`config.mk`:
```
export PLATFORM = sky130hd
export DESIGN_NAME = pcg_ctrl
export DESIGN_NICKNAME = d
export VERILOG_FILES = /design/src/pcg_pkg.sv /design/src/pcg_ctrl.sv
export SDC_FILE = /design/constraint.sdc
export NUM_CORES = 1
export LEC_CHECK = 0
export ABC_AREA = 0
export BUFFER_PORTS_ARGS = -buffer_cell sky130_fd_sc_hd__buf_2
export CORE_AREA = 2 2 84 86
export DETAILED_ROUTE_END_ITERATION = 10
export DIE_AREA = 0 0 86 88
export PLACE_DENSITY_LB_ADDON = 0.25
export SLEW_MARGIN = 10
export SYNTH_ARGS = -nofsm -noshare
export SYNTH_HDL_FRONTEND = slang
export SYNTH_SLANG_ARGS = --single-unit
```
`constraint.sdc`:
```
create_clock -name clk_i -period 1.79 [get_ports clk_i]
set_input_delay 0.358 -clock clk_i [delete_from_list [all_inputs] [get_ports clk_i]]
set_output_delay 0.358 -clock clk_i [all_outputs]
set_load 0.005 [all_outputs]
```
`src/pcg_pkg.sv`:
```
// package of constants and types for the port clock gating control block
package pcg_pkg;
   localparam int unsigned pcg_num_ports = 5;
   localparam int unsigned pcg_aw = 12;
   // register byte offsets
   localparam logic [11:0] pcg_run_off = 12'h108;
   localparam logic [11:0] pcg_sleep_off = 12'h118;
   localparam logic [11:0] pcg_deep_off = 12'h128;
   localparam logic [11:0] pcg_cfg_off = 12'h060;
   localparam logic [11:0] pcg_irq_stat_off = 12'h200;
   localparam logic [11:0] pcg_irq_mask_off = 12'h204;
   // field positions
   localparam int unsigned pcg_auto_gate_bit = 27;
   localparam int unsigned pcg_irq_fault_bit = 0;
   localparam int unsigned pcg_irq_mode_bit = 1;
   localparam int unsigned pcg_irq_w = 2;
   // reset values
   localparam logic [4:0] pcg_gate_rst = 5'h00;
   localparam logic [1:0] pcg_irq_rst = 2'h0;
   localparam logic [31:0] pcg_zero = 32'h0000_0000;
   // power modes
   typedef enum logic [1:0] {
      pcg_mode_run,
      pcg_mode_sleep,
      pcg_mode_deep
   } pcg_mode_t;
   // dispatcher states for port accesses
   typedef enum logic [1:0] {
      pcg_pst_idle,
      pcg_pst_fwd,
      pcg_pst_fault
   } pcg_pst_t;
endpackage

```
`src/pcg_ctrl.sv`:
```
// port clock gating control: gating registers, mode select, port fault
`timescale 1ns/1ns

//------------------------------------------
// top module
//------------------------------------------
// Notes on behaviour
// - each enable bit clocks one port unit
// - access to unclocked port gives bus fault
// - all enable bits zero after reset
// - run, sleep, deep registers per mode
// - low-power registers only when auto gating set
// - bits 0..4 enable ports A..E
// - bits 31:5 read zero, software preserves
// - registers at 0x108, 0x118, 0x128
module pcg_ctrl (
   input wire logic clk_i,
   input wire logic rst_i,
   // wishbone register slave
   input wire logic wb_cyc_i,
   input wire logic wb_stb_i,
   input wire logic wb_we_i,
   input wire logic [pcg_pkg::pcg_aw-1:0] wb_adr_i,
   input wire logic [3:0] wb_sel_i,
   input wire logic [31:0] wb_dat_i,
   output logic [31:0] wb_dat_o,
   output logic wb_ack_o,
   output logic wb_err_o,
   // power mode from the power controller, same clock
   input wire pcg_pkg::pcg_mode_t mode_i,
   // port access request from the system bus, same clock
   input wire logic port_req_i,
   input wire logic [2:0] port_sel_i,
   output logic port_fwd_o,
   output logic port_fault_o,
   // gated clock enables, one per port
   output logic [pcg_pkg::pcg_num_ports-1:0] port_clk_en_o,
   output logic irq_o
);
   import pcg_pkg::*;

   //------------------------------------------
   // register state
   //------------------------------------------
   logic [pcg_num_ports-1:0] run_port_clock_enable_r, run_port_clock_enable_nxt;
   logic [pcg_num_ports-1:0] sleep_port_clock_enable_r, sleep_port_clock_enable_nxt;
   logic [pcg_num_ports-1:0] deep_sleep_port_clock_enable_r, deep_sleep_port_clock_enable_nxt;
   logic auto_sleep_gating_select_r, auto_sleep_gating_select_nxt;
   logic [pcg_irq_w-1:0] irq_stat_r, irq_stat_nxt;
   logic [pcg_irq_w-1:0] irq_mask_r, irq_mask_nxt;
   logic [31:0] dat_r, dat_nxt;
   logic ack_r, ack_nxt;
   logic [pcg_num_ports-1:0] clk_en_r, clk_en_nxt;
   pcg_mode_t mode_r;
   pcg_pst_t pst_r, pst_nxt;
   logic fault_ev, mode_ev;
   logic wr_en, rd_en;
   logic [pcg_num_ports-1:0] sel_gate;
   logic [31:0] wmask;

   assign wr_en = wb_cyc_i && wb_stb_i && wb_we_i && !ack_r;
   assign rd_en = wb_cyc_i && wb_stb_i && !wb_we_i && !ack_r;
   assign wmask = {{8{wb_sel_i[3]}}, {8{wb_sel_i[2]}}, {8{wb_sel_i[1]}}, {8{wb_sel_i[0]}}};

   //------------------------------------------
   // register file and bus answer
   //------------------------------------------
   always_comb begin
      logic [31:0] wv;
      wv = wb_dat_i & wmask;
      run_port_clock_enable_nxt = run_port_clock_enable_r;
      sleep_port_clock_enable_nxt = sleep_port_clock_enable_r;
      deep_sleep_port_clock_enable_nxt = deep_sleep_port_clock_enable_r;
      auto_sleep_gating_select_nxt = auto_sleep_gating_select_r;
      irq_mask_nxt = irq_mask_r;
      irq_stat_nxt = irq_stat_r;
      dat_nxt = dat_r;
      ack_nxt = wb_cyc_i && wb_stb_i && !ack_r;
      if (wr_en) begin
         case (wb_adr_i)
            // bits above 4 are dropped, so they stay zero
            pcg_run_off: begin
               if (wb_sel_i[0]) begin
                  run_port_clock_enable_nxt = wv[pcg_num_ports-1:0];
               end
            end
            pcg_sleep_off: begin
               if (wb_sel_i[0]) begin
                  sleep_port_clock_enable_nxt = wv[pcg_num_ports-1:0];
               end
            end
            pcg_deep_off: begin
               if (wb_sel_i[0]) begin
                  deep_sleep_port_clock_enable_nxt = wv[pcg_num_ports-1:0];
               end
            end
            pcg_cfg_off: begin
               if (wb_sel_i[3]) begin
                  auto_sleep_gating_select_nxt = wb_dat_i[pcg_auto_gate_bit];
               end
            end
            pcg_irq_stat_off: begin
               irq_stat_nxt = irq_stat_r & ~wv[pcg_irq_w-1:0];
            end
            pcg_irq_mask_off: begin
               if (wb_sel_i[0]) begin
                  irq_mask_nxt = wv[pcg_irq_w-1:0];
               end
            end
            default: begin
            end
         endcase
      end
      // set wins over a clear in the same cycle
      if (fault_ev) begin
         irq_stat_nxt[pcg_irq_fault_bit] = 1'b1;
      end
      if (mode_ev) begin
         irq_stat_nxt[pcg_irq_mode_bit] = 1'b1;
      end
      if (rd_en) begin
         case (wb_adr_i)
            pcg_run_off: dat_nxt = {27'h0, run_port_clock_enable_r};
            pcg_sleep_off: dat_nxt = {27'h0, sleep_port_clock_enable_r};
            pcg_deep_off: dat_nxt = {27'h0, deep_sleep_port_clock_enable_r};
            pcg_cfg_off: begin
               dat_nxt = pcg_zero;
               dat_nxt[pcg_auto_gate_bit] = auto_sleep_gating_select_r;
            end
            pcg_irq_stat_off: dat_nxt = {30'h0, irq_stat_r};
            pcg_irq_mask_off: dat_nxt = {30'h0, irq_mask_r};
            default: dat_nxt = pcg_zero;
         endcase
      end
   end

   always_ff @(posedge clk_i) begin
      if (rst_i) begin
         run_port_clock_enable_r <= pcg_gate_rst;
         sleep_port_clock_enable_r <= pcg_gate_rst;
         deep_sleep_port_clock_enable_r <= pcg_gate_rst;
         auto_sleep_gating_select_r <= 1'b0;
         irq_stat_r <= pcg_irq_rst;
         irq_mask_r <= pcg_irq_rst;
         dat_r <= pcg_zero;
         ack_r <= 1'b0;
      end else begin
         run_port_clock_enable_r <= run_port_clock_enable_nxt;
         sleep_port_clock_enable_r <= sleep_port_clock_enable_nxt;
         deep_sleep_port_clock_enable_r <= deep_sleep_port_clock_enable_nxt;
         auto_sleep_gating_select_r <= auto_sleep_gating_select_nxt;
         irq_stat_r <= irq_stat_nxt;
         irq_mask_r <= irq_mask_nxt;
         dat_r <= dat_nxt;
         ack_r <= ack_nxt;
      end
   end

   assign wb_dat_o = dat_r;
   assign wb_ack_o = ack_r;
   assign wb_err_o = 1'b0;
   assign irq_o = |(irq_stat_r & irq_mask_r);

   //------------------------------------------
   // mode select and gated enables
   //------------------------------------------
   always_comb begin
      sel_gate = run_port_clock_enable_r;
      if (auto_sleep_gating_select_r) begin
         case (mode_i)
            pcg_mode_sleep: sel_gate = sleep_port_clock_enable_r;
            pcg_mode_deep: sel_gate = deep_sleep_port_clock_enable_r;
            default: sel_gate = run_port_clock_enable_r;
         endcase
      end
      clk_en_nxt = sel_gate;
   end

   // registered enables switch only at an edge, so a gate downstream stays glitch free
   always_ff @(posedge clk_i) begin
      if (rst_i) begin
         clk_en_r <= pcg_gate_rst;
         mode_r <= pcg_mode_run;
      end else begin
         clk_en_r <= clk_en_nxt;
         mode_r <= mode_i;
      end
   end

   genvar gi;
   generate
      for (gi = 0; gi < pcg_num_ports; gi++) begin : g_port
         assign port_clk_en_o[gi] = clk_en_r[gi];
      end
   endgenerate

   assign mode_ev = (mode_r != mode_i);

   //------------------------------------------
   // port access check
   //------------------------------------------
   always_comb begin
      pst_nxt = pcg_pst_idle;
      case (pst_r)
         pcg_pst_idle: begin
            if (port_req_i) begin
               if (port_sel_i < 3'(pcg_num_ports) && clk_en_r[port_sel_i]) begin
                  pst_nxt = pcg_pst_fwd;
               end else begin
                  pst_nxt = pcg_pst_fault;
               end
            end
         end
         default: pst_nxt = pcg_pst_idle;
      endcase
   end

   always_ff @(posedge clk_i) begin
      if (rst_i) begin
         pst_r <= pcg_pst_idle;
      end else begin
         pst_r <= pst_nxt;
      end
   end

   assign port_fwd_o = (pst_r == pcg_pst_fwd);
   assign port_fault_o = (pst_r == pcg_pst_fault);
   assign fault_ev = port_fault_o;

   //------------------------------------------
   // assertions
   //------------------------------------------
   a_reset_gates_off: assert property (@(posedge clk_i)
      rst_i |=> (port_clk_en_o == pcg_gate_rst))
      else $error("enables not zero after reset");
   a_run_no_auto: assert property (@(posedge clk_i) disable iff (rst_i)
      !auto_sleep_gating_select_r |=> (port_clk_en_o == $past(run_port_clock_enable_r)))
      else $error("run register not applied without auto gating");
   a_sleep_sel: assert property (@(posedge clk_i) disable iff (rst_i)
      (auto_sleep_gating_select_r && mode_i == pcg_mode_sleep)
      |=> (port_clk_en_o == $past(sleep_port_clock_enable_r)))
      else $error("sleep register not applied");
   a_deep_sel: assert property (@(posedge clk_i) disable iff (rst_i)
      (auto_sleep_gating_select_r && mode_i == pcg_mode_deep)
      |=> (port_clk_en_o == $past(deep_sleep_port_clock_enable_r)))
      else $error("deep register not applied");
   a_fault_off_port: assert property (@(posedge clk_i) disable iff (rst_i)
      (pst_r == pcg_pst_idle && port_req_i && port_sel_i == 3'h0 && !port_clk_en_o[0])
      |=> port_fault_o && !port_fwd_o)
      else $error("no fault for unclocked port");
   a_fwd_on_port: assert property (@(posedge clk_i) disable iff (rst_i)
      (pst_r == pcg_pst_idle && port_req_i && port_sel_i == 3'h4 && port_clk_en_o[4])
      |=> port_fwd_o && !port_fault_o)
      else $error("clocked port access not forwarded");
   a_write_run_reg: assert property (@(posedge clk_i) disable iff (rst_i)
      (wr_en && wb_adr_i == pcg_run_off && wb_sel_i == 4'hf)
      |=> (run_port_clock_enable_r == $past(wb_dat_i[4:0])))
      else $error("run register write lost");
   a_read_upper_zero: assert property (@(posedge clk_i) disable iff (rst_i)
      ($past(rd_en) && ack_r && ($past(wb_adr_i) == pcg_sleep_off))
      |-> (wb_dat_o[31:5] == 27'h0) && (wb_dat_o[4:0] == $past(sleep_port_clock_enable_r)))
      else $error("sleep register read wrong");
   a_ack_one_cycle: assert property (@(posedge clk_i) disable iff (rst_i)
      wb_ack_o |=> !wb_ack_o)
      else $error("ack held over two cycles");
   a_ack_after_req: assert property (@(posedge clk_i) disable iff (rst_i)
      (wb_cyc_i && wb_stb_i && !wb_ack_o) |=> wb_ack_o)
      else $error("bus request not acknowledged");

   //------------------------------------------
   // register and flag assertions
   //------------------------------------------
   a_gates_held_reset: assert property (@(posedge clk_i)
      rst_i |=> (run_port_clock_enable_r == pcg_gate_rst)
      && (sleep_port_clock_enable_r == pcg_gate_rst)
      && (deep_sleep_port_clock_enable_r == pcg_gate_rst))
      else $error("gating registers not zero after reset");
   a_sleep_write: assert property (@(posedge clk_i) disable iff (rst_i)
      (wr_en && wb_adr_i == pcg_sleep_off && wb_sel_i[0])
      |=> (sleep_port_clock_enable_r == $past(wb_dat_i[pcg_num_ports-1:0])))
      else $error("sleep register write lost");
   a_deep_write: assert property (@(posedge clk_i) disable iff (rst_i)
      (wr_en && wb_adr_i == pcg_deep_off && wb_sel_i[0])
      |=> (deep_sleep_port_clock_enable_r == $past(wb_dat_i[pcg_num_ports-1:0])))
      else $error("deep register write lost");
   a_lane_off_keeps: assert property (@(posedge clk_i) disable iff (rst_i)
      (wr_en && wb_adr_i == pcg_run_off && !wb_sel_i[0])
      |=> $stable(run_port_clock_enable_r))
      else $error("run register written with lane 0 off");
   a_read_deep_reg: assert property (@(posedge clk_i) disable iff (rst_i)
      ($past(rd_en) && ack_r && ($past(wb_adr_i) == pcg_deep_off))
      |-> (wb_dat_o == {27'h0, $past(deep_sleep_port_clock_enable_r)}))
      else $error("deep register read wrong");
   a_run_in_run: assert property (@(posedge clk_i) disable iff (rst_i)
      (mode_i == pcg_mode_run) |=> (port_clk_en_o == $past(run_port_clock_enable_r)))
      else $error("run register not applied in run mode");
   a_fault_bad_sel: assert property (@(posedge clk_i) disable iff (rst_i)
      (pst_r == pcg_pst_idle && port_req_i && port_sel_i >= 3'(pcg_num_ports))
      |=> port_fault_o && !port_fwd_o)
      else $error("no fault for missing port");
   a_fault_sets_flag: assert property (@(posedge clk_i) disable iff (rst_i)
      port_fault_o |=> irq_stat_r[pcg_irq_fault_bit])
      else $error("port fault not flagged");
   a_stat_clear: assert property (@(posedge clk_i) disable iff (rst_i)
      (wr_en && wb_adr_i == pcg_irq_stat_off && wb_sel_i[0]
      && wb_dat_i[pcg_irq_fault_bit] && !fault_ev)
      |=> !irq_stat_r[pcg_irq_fault_bit])
      else $error("fault flag not cleared");
   a_mode_flag_set: assert property (@(posedge clk_i) disable iff (rst_i)
      mode_ev |=> irq_stat_r[pcg_irq_mode_bit])
      else $error("mode change not flagged");
endmodule

```
==> out/results.md, run 1 <==
| Quantity | This run |
|---|---|
| Status | finished clean |
| Antenna violations before repair | 0 |
| Placer Congestion | 0.7983 |
| Portion of the post-synthesis area used by sequential elements | 36.99% |
| Fin crit share | 90.55% |
| Ys async rst share | 0% |
| Total clock buffers created by CTS | 5 |
| Pwr Density | 674.4 nW/um^2 |
| Synth Flop Type | dfxtp_1 |
| Vias post-DR | 1619 |
| Count of mapped cells out of synthesis | 211 |
| Post-CTS repair timing setup buffer count | 0 |
| Source-to-sink clock delay at the later pin of the worst-skew pair | 290 ps |
| Setup WS pre-CTS | -130.9 ps |
| Worst-case vdd ir drop | 357.5 uV |
| Shortest clock period the worst path allows after layout | 1621 ps |
| Avg Inst Size Synth | 9.233 um^2 |
| EDFF count, synth | 0 |
| RSZ-0062 raised after global routing | false |
| Source of the critical timing path | wb_adr_i[6] |
| Post-synthesis to final-layout area growth | 20.17% |
| Largest area contributor in the netlist | dfxtp_1 |
| Largest net degree at the start of global routing | 21 |
| Core ar. | 6644 um^2 |
| Post-route ant nets | 0 |
| Final worst slack | 169.1 ps |
| Endpoint kind of the worst setup timing path | flip-flop |
| Clock slew seen by the registers of the worst setup and hold paths | 70 ps |
| Final-report setup violation count | 0 |
| Post-synthesis instance area | 1948 um^2 |
| CTS tree | done |
| Net count of the finished layout | 330 |
| Most common cell after layout, fill and taps aside | buf_2 |
| GRT Util Overall | 12.45% |
| Via/cell ratio | 4.626 |
| Data required time of the worst path | 2010 ps |
| Total of flip-flops plus latches after synthesis | 36 |
| Router iterations before antenna repair | 4 |
| Synthesis Warnings | 0 |
| Overflow after GRT | 0 |
| Io pins | 101 |
| Leakage power of the design | 1.088 nW |
| Start point of the worst hold path | port_req_i |
| Dominant cells by area after synthesis | dfxtp_1 37%, mux2i_1 12%, buf_4 10% |
| Class of the most critical setup path | in -> reg |
| Total length of routed wires | 4492 um |
| Pins Over Slew Limit | 0 |
| Non-Filler Instances | 350 |
| Die outline height | 88 um |
| Starting utilization of the core area | 29.32% |
| Routed wirelength normalized by instance count | 12.83 um |
| PostCTS Resize Cnt | 0 |
| Maximum operating frequency | 0.6170 GHz |
| Die outline width | 86 um |
| Netlist cell types | 46 |
| Via count of the first global-routing pass | 1605 |
| Count of endpoints failing hold in the final timing report | 0 |
| Final Skew | 8.115 ps |
| Sort of element at the start of the critical path | input port |
| Worst Hold Class | in -> reg |
| Global-route wire length before repair | 7320 um |
| HPWL after DPL | 3521 um |
| Number of levels the H-tree was split into | 2 |
| Number of buffers between clock root and the deepest sink | 2 |
| Remaining DRCs | 0 |
| Total placed cells including tap cells | 342 |
| Die area | 7568 um^2 |
| Max Cap Violations | 0 |
| Arrival time of data at the critical path endpoint | 1840 ps |
| Number of rows in the core area | 30 |
| Final TNS setup | 0 ps |
| Maximum fanout along the worst path | 5 |
| Portion of synthesized cell area occupied by the leading cell type | 36.99% |
| Number of input and output port buffers inserted | 45 |
| Worst r2r src | wb_ack_o$_SDFF_PP0_ |
| Proportion of layout cells with a drive suffix above 1 | 30.00% |
| Total clock sinks | 36 |
| # hold bufs at CTS | 0 |
| Clock tree root buffer cell | clkbuf_8 |
| Commonest cells after routing, fill and taps aside | 45 x buf_2, 36 x dfxtp_1, 27 x conb_1 |
| Final antenna diode count | 0 |
| 1st-iter DRT viols | 62 |
## registers in the layout (all words and copies together), names as in the netlist
signal / cells
pst_r: 2
sleep_port_clock_enable_r: 5
irq_mask_r: 2
wb_ack_o: 1
port_clk_en_o: 5
deep_sleep_port_clock_enable_r: 5
run_port_clock_enable_r: 5
auto_sleep_gating_select_r: 1
wb_dat_o: 6
irq_stat_r: 2
mode_r: 2
## synth_stat cells, types with 4 or more instances
| cell | instances |
|---|---|
| nand2_1 | 26 |
| clkbuf_1 | 5 |
| nor2b_1 | 4 |
| mux2i_1 | 23 |
| dfxtp_1 | 36 |
| nand3_1 | 9 |
| nor2_1 | 18 |
| buf_4 | 27 |
| a211oi_1 | 5 |
| a22oi_1 | 7 |
## area by class of cell
class	instances	area, um^2
Inverter	4	15.01
Clock inverter	2	10.01
Clock buffer	6	82.58
Multi-Input combinational cell	162	1062
Timing Repair Buffer	60	350.3
Sequential cell	36	720.7
Tap cell	80	100.1
Fill cell	714	4303
## through the flow
| stage | utilization [%] | power, mW | hold slack [ps] | cell area (um^2) |
|---|---|---|---|---|
| final | 35.24 | 1.579 | 313.3 | 2341 |
| after global routing | 35.24 | 1.666 | 309.3 | 2341 |
| after CTS | 35.24 | 1.603 | 300.3 | 2341 |
| after detailed placement | 33.84 | 1.000 | 460.3 | 2248 |
| after global placement | 33.84 | 0.9991 | 451.6 | 2248 |
| after floorplan | - | 0.9635 | 430.1 | 2046 |
## worst paths after layout
check / endpoint / slack, ps / depth (start not counted)
max: deep_sleep_port_clock_enable_r[3]$_SDFFE_PP0P_ / 170 / 6
min: pst_r[0]$_SDFF_PP0_ / 310 / 3
max reg2reg: deep_sleep_port_clock_enable_r[3]$_SDFFE_PP0P_ / 330 / 4
min reg2reg: wb_dat_o[27]$_SDFFE_PP0P_ / 470 / 2
## power by group
part | leakage [nW] | internal (mW) | switching (mW)
combinational | 0.745 | 0.0686 | 0.0948
clock | 0.0510 | 0.307 | 0.289
sequential | 0.292 | 0.812 | 0.00707
total | 1.09 | 1.19 | 0.391
## layer usage
metal | vias to the layer above | share of wire [%] | track usage [%] | wire length (um)
met5 | - | 0 | 0 | 0
met4 | 0 | 0.98 | 4.329 | 44
met3 | 4 | 4.5 | 3.487 | 203
met2 | 32 | 50 | 20.44 | 2258
met1 | 769 | 44 | 15.73 | 1986
li1 | 814 | - | - | -
## critical path, stage by stage
cell,delay (ps)
buf_2,110
or4_4,540
nor4_4,130
buf_4,190
and3_2,310
mux2i_1,200
## cell families after synthesis
kind of cell               synth area share, %
and+or+nand+nor                          23.06
buffers and inverters                    13.49
DFF                                      36.99
muxes                                    14.71
AOI/OAI and AO/OA                        9.377
adders and majority gates                1.284
xor gates and xnor gates                0.8993
other                                   0.1925
No activity file was read; power rests on OpenSTA's default activity.
==> run 2, diff against run 1 <==
--- a/config.mk
+++ b/config.mk
@@ -7,9 +7,9 @@
 export LEC_CHECK = 0
 export ABC_AREA = 0
 export BUFFER_PORTS_ARGS = -buffer_cell sky130_fd_sc_hd__buf_2
-export CORE_AREA = 2 2 84 86
+export CORE_AREA = 2 2 72 101
 export DETAILED_ROUTE_END_ITERATION = 10
-export DIE_AREA = 0 0 86 88
+export DIE_AREA = 0 0 74 103
 export PLACE_DENSITY_LB_ADDON = 0.25
 export SLEW_MARGIN = 10
 export SYNTH_ARGS = -nofsm -noshare
==> run 2 against run 1 <==
Compared with the run above:
- global-route usage increased by 0.41 points
- clock power increased by 20%
- fmax decreased by 0.41%
- core utilization decreased by 0.84 points
- first-iteration DRC count decreased by 13%
- cell count increased by 3.4%
- combinational power about the same
- total power increased by 7.6%
- die area increased by 0.71%
- via count decreased by 0.12%
==> out/results.md, run 2 (synthesized netlist as in run 1, its figures left out) <==
| Quantity | This run | vs previous |
|---|---|---|
| Routed wirelength normalized by instance count | 12.98 um | was 12.83 um |
| Via count of the first global-routing pass | 1493 | was 1605 |
| Area of combinational cells with multiple inputs | 1062 um^2 | unchanged |
| Combinational Power Share | 9.5% | was 10.3% |
| GRT Util Overall | 12.86% | was 12.45% |
| Maximum operating frequency | 0.6144 GHz | was 0.6170 GHz |
| Clock tree root buffer cell | clkbuf_8 | unchanged |
| Net count of the finished layout | 327 | was 330 |
| Final TNS setup | 0 ps | unchanged |
| Vias post-DR | 1617 | was 1619 |
| Count of endpoints failing hold in the final timing report | 0 | unchanged |
| Largest net degree at the start of global routing | 27 | was 21 |
| HPWL after DPL | 3695 um | was 3521 um |
| Clock power frac | 42.3% | was 37.8% |
| Share of power burned in registers | 48.2% | was 51.9% |
| Number of input and output port buffers inserted | 45 | unchanged |
| Starting utilization of the core area | 28.64% | was 29.32% |
| Global-route wire length before repair | 7203 um | was 7320 um |
| Most common cell after layout, fill and taps aside | buf_2 | unchanged |
| Via/cell ratio | 4.467 | was 4.626 |
| Total clock sinks | 36 | unchanged |
| Status | finished clean | unchanged |
| Core ar. | 6802 um^2 | was 6644 um^2 |
| # hold bufs at CTS | 0 | unchanged |
| Internal power | 1.291 mW | was 1.188 mW |
| Die outline width | 74 um | was 86 um |
| Io pins | 101 | unchanged |
| Number of inserted filler cells in the final layout | 709 | was 714 |
| Total clock buffers created by CTS | 5 | unchanged |
| Overflow after GRT | 0 | unchanged |
| CTS tree | done | unchanged |
| Number of levels the H-tree was split into | 2 | unchanged |
| Final-report setup violation count | 0 | unchanged |
| Die area | 7622 um^2 | was 7568 um^2 |
| Post-synthesis to final-layout area growth | 20.10% | was 20.17% |
| Sort of element at the start of the critical path | input port | unchanged |
| Leakage power of the design | 1.075 nW | was 1.088 nW |
| Psw | 0.4078 mW | was 0.3913 mW |
| Final antenna diode count | 0 | unchanged |
| Shortest clock period the worst path allows after layout | 1628 ps | was 1621 ps |
| Non-Filler Instances | 362 | was 350 |
| Post-route ant nets | 0 | unchanged |
| Maximum fanout along the worst path | 5 | unchanged |
| Arrival time of data at the critical path endpoint | 1850 ps | was 1840 ps |
| Clock slew seen by the registers of the worst setup and hold paths | 80 ps | was 70 ps |
| RSZ-0062 raised after global routing | false | unchanged |
| Worst-case vdd ir drop | 213.8 uV | was 357.5 uV |
| Placer Congestion | 0.7732 | was 0.7983 |
| PostCTS Resize Cnt | 0 | unchanged |
| Max Cap Violations | 0 | unchanged |
| Endpoint kind of the worst setup timing path | flip-flop | unchanged |
| 1st-iter DRT viols | 54 | was 62 |
| Class of the most critical setup path | in -> reg | unchanged |
| Die outline height | 103 um | was 88 um |
| Register area | 720.7 um^2 | unchanged |
| Worst Hold Class | in -> reg | unchanged |
| Post-CTS repair timing setup buffer count | 0 | unchanged |
| Source-to-sink clock delay at the later pin of the worst-skew pair | 300 ps | was 290 ps |
| Number of rows in the core area | 36 | was 30 |
| Pwr Density | 725.9 nW/um^2 | was 674.4 nW/um^2 |
| Total placed cells including tap cells | 354 | was 342 |
| Power after layout | 1.698 mW | was 1.579 mW |
| Total length of routed wires | 4699 um | was 4492 um |
| Flip-flop count of the largest register after layout | 6 | unchanged |
| Pins Over Slew Limit | 0 | unchanged |
| Remaining DRCs | 0 | unchanged |
| Router iterations before antenna repair | 4 | unchanged |
| Number of buffers between clock root and the deepest sink | 2 | unchanged |
| Antenna violations before repair | 0 | unchanged |
| Fin crit share | 90.93% | was 90.55% |
| Final Skew | 5.427 ps | was 8.115 ps |
| Data required time of the worst path | 2010 ps | about the same |
| Commonest cells after routing, fill and taps aside | 45 x buf_2, 36 x dfxtp_1, 27 x conb_1 | unchanged |
| Fraction of power spent switching nets | 24.01% | was 24.78% |
| Proportion of layout cells with a drive suffix above 1 | 28.84% | was 30.00% |
run 2: worst max-delay path, cell delays in order:
cell	delay (ps)
buf_2	100
or4_4	540
nor4_4	150
buf_4	180
and3_2	300
mux2i_1	210
run 2: final timing paths:
check                           cells past startpoint                                             end                      start  slack (ps)
worst min register to register                      2                       wb_dat_o[27]$_SDFFE_PP0P_  wb_dat_o[27]$_SDFFE_PP0P_         450
worst max register to register                      4  deep_sleep_port_clock_enable_r[2]$_SDFFE_PP0P_        wb_ack_o$_SDFF_PP0_         360
worst max-delay path                                6  deep_sleep_port_clock_enable_r[2]$_SDFFE_PP0P_                wb_adr_i[6]         160
worst min-delay path                                3                             pst_r[0]$_SDFF_PP0_                 port_req_i         290
run 2: power by group through the flow:
stage	clock network, mW	logic [mW]	registers (mW)
CTS	0.731	0.164	0.819
floorplan	0	0.127	0.836
detailed placement	0	0.163	0.837
global route	0.763	0.184	0.820
finish	0.718	0.162	0.818
global placement	0	0.162	0.837
run 2: final cells by class:
class	instances	share of cell area, %
multi-input combinational	162	45.40
sequential	36	30.80
timing repair buffer	57	13.48
tap	95	5.080
clock buffer	6	3.102
clock inverter	2	1.497
inverter	4	0.6417
run 2: through the flow:
step / area (um^2) / setup WS [ps] / utilization, % / hold slack, ps
5_1_grt: 2340 / 61.40 / 34.40 / 319.1
6_report: 2340 / 162.4 / 34.40 / 291.9
3_3_place_gp: 2232 / -154.7 / 32.82 / 441.1
3_5_place_dp: 2232 / -160.6 / 32.82 / 444.7
4_1_cts: 2340 / 154.2 / 34.40 / 290.5
2_1_floorplan: 2046 / -40.98 / - / 430.1
run 2: routing by layer:
metal / routed length (um) / part of all wire (%) / vias up / GRT usage (%)
li1: - / - / 807 / -
met1: 1902 / 40 / 750 / 14.01
met2: 2434 / 52 / 52 / 22.46
met3: 213 / 4.5 / 8 / 2.151
met4: 149 / 3.2 / 0 / 8.531
met5: 0 / 0 / - / 0
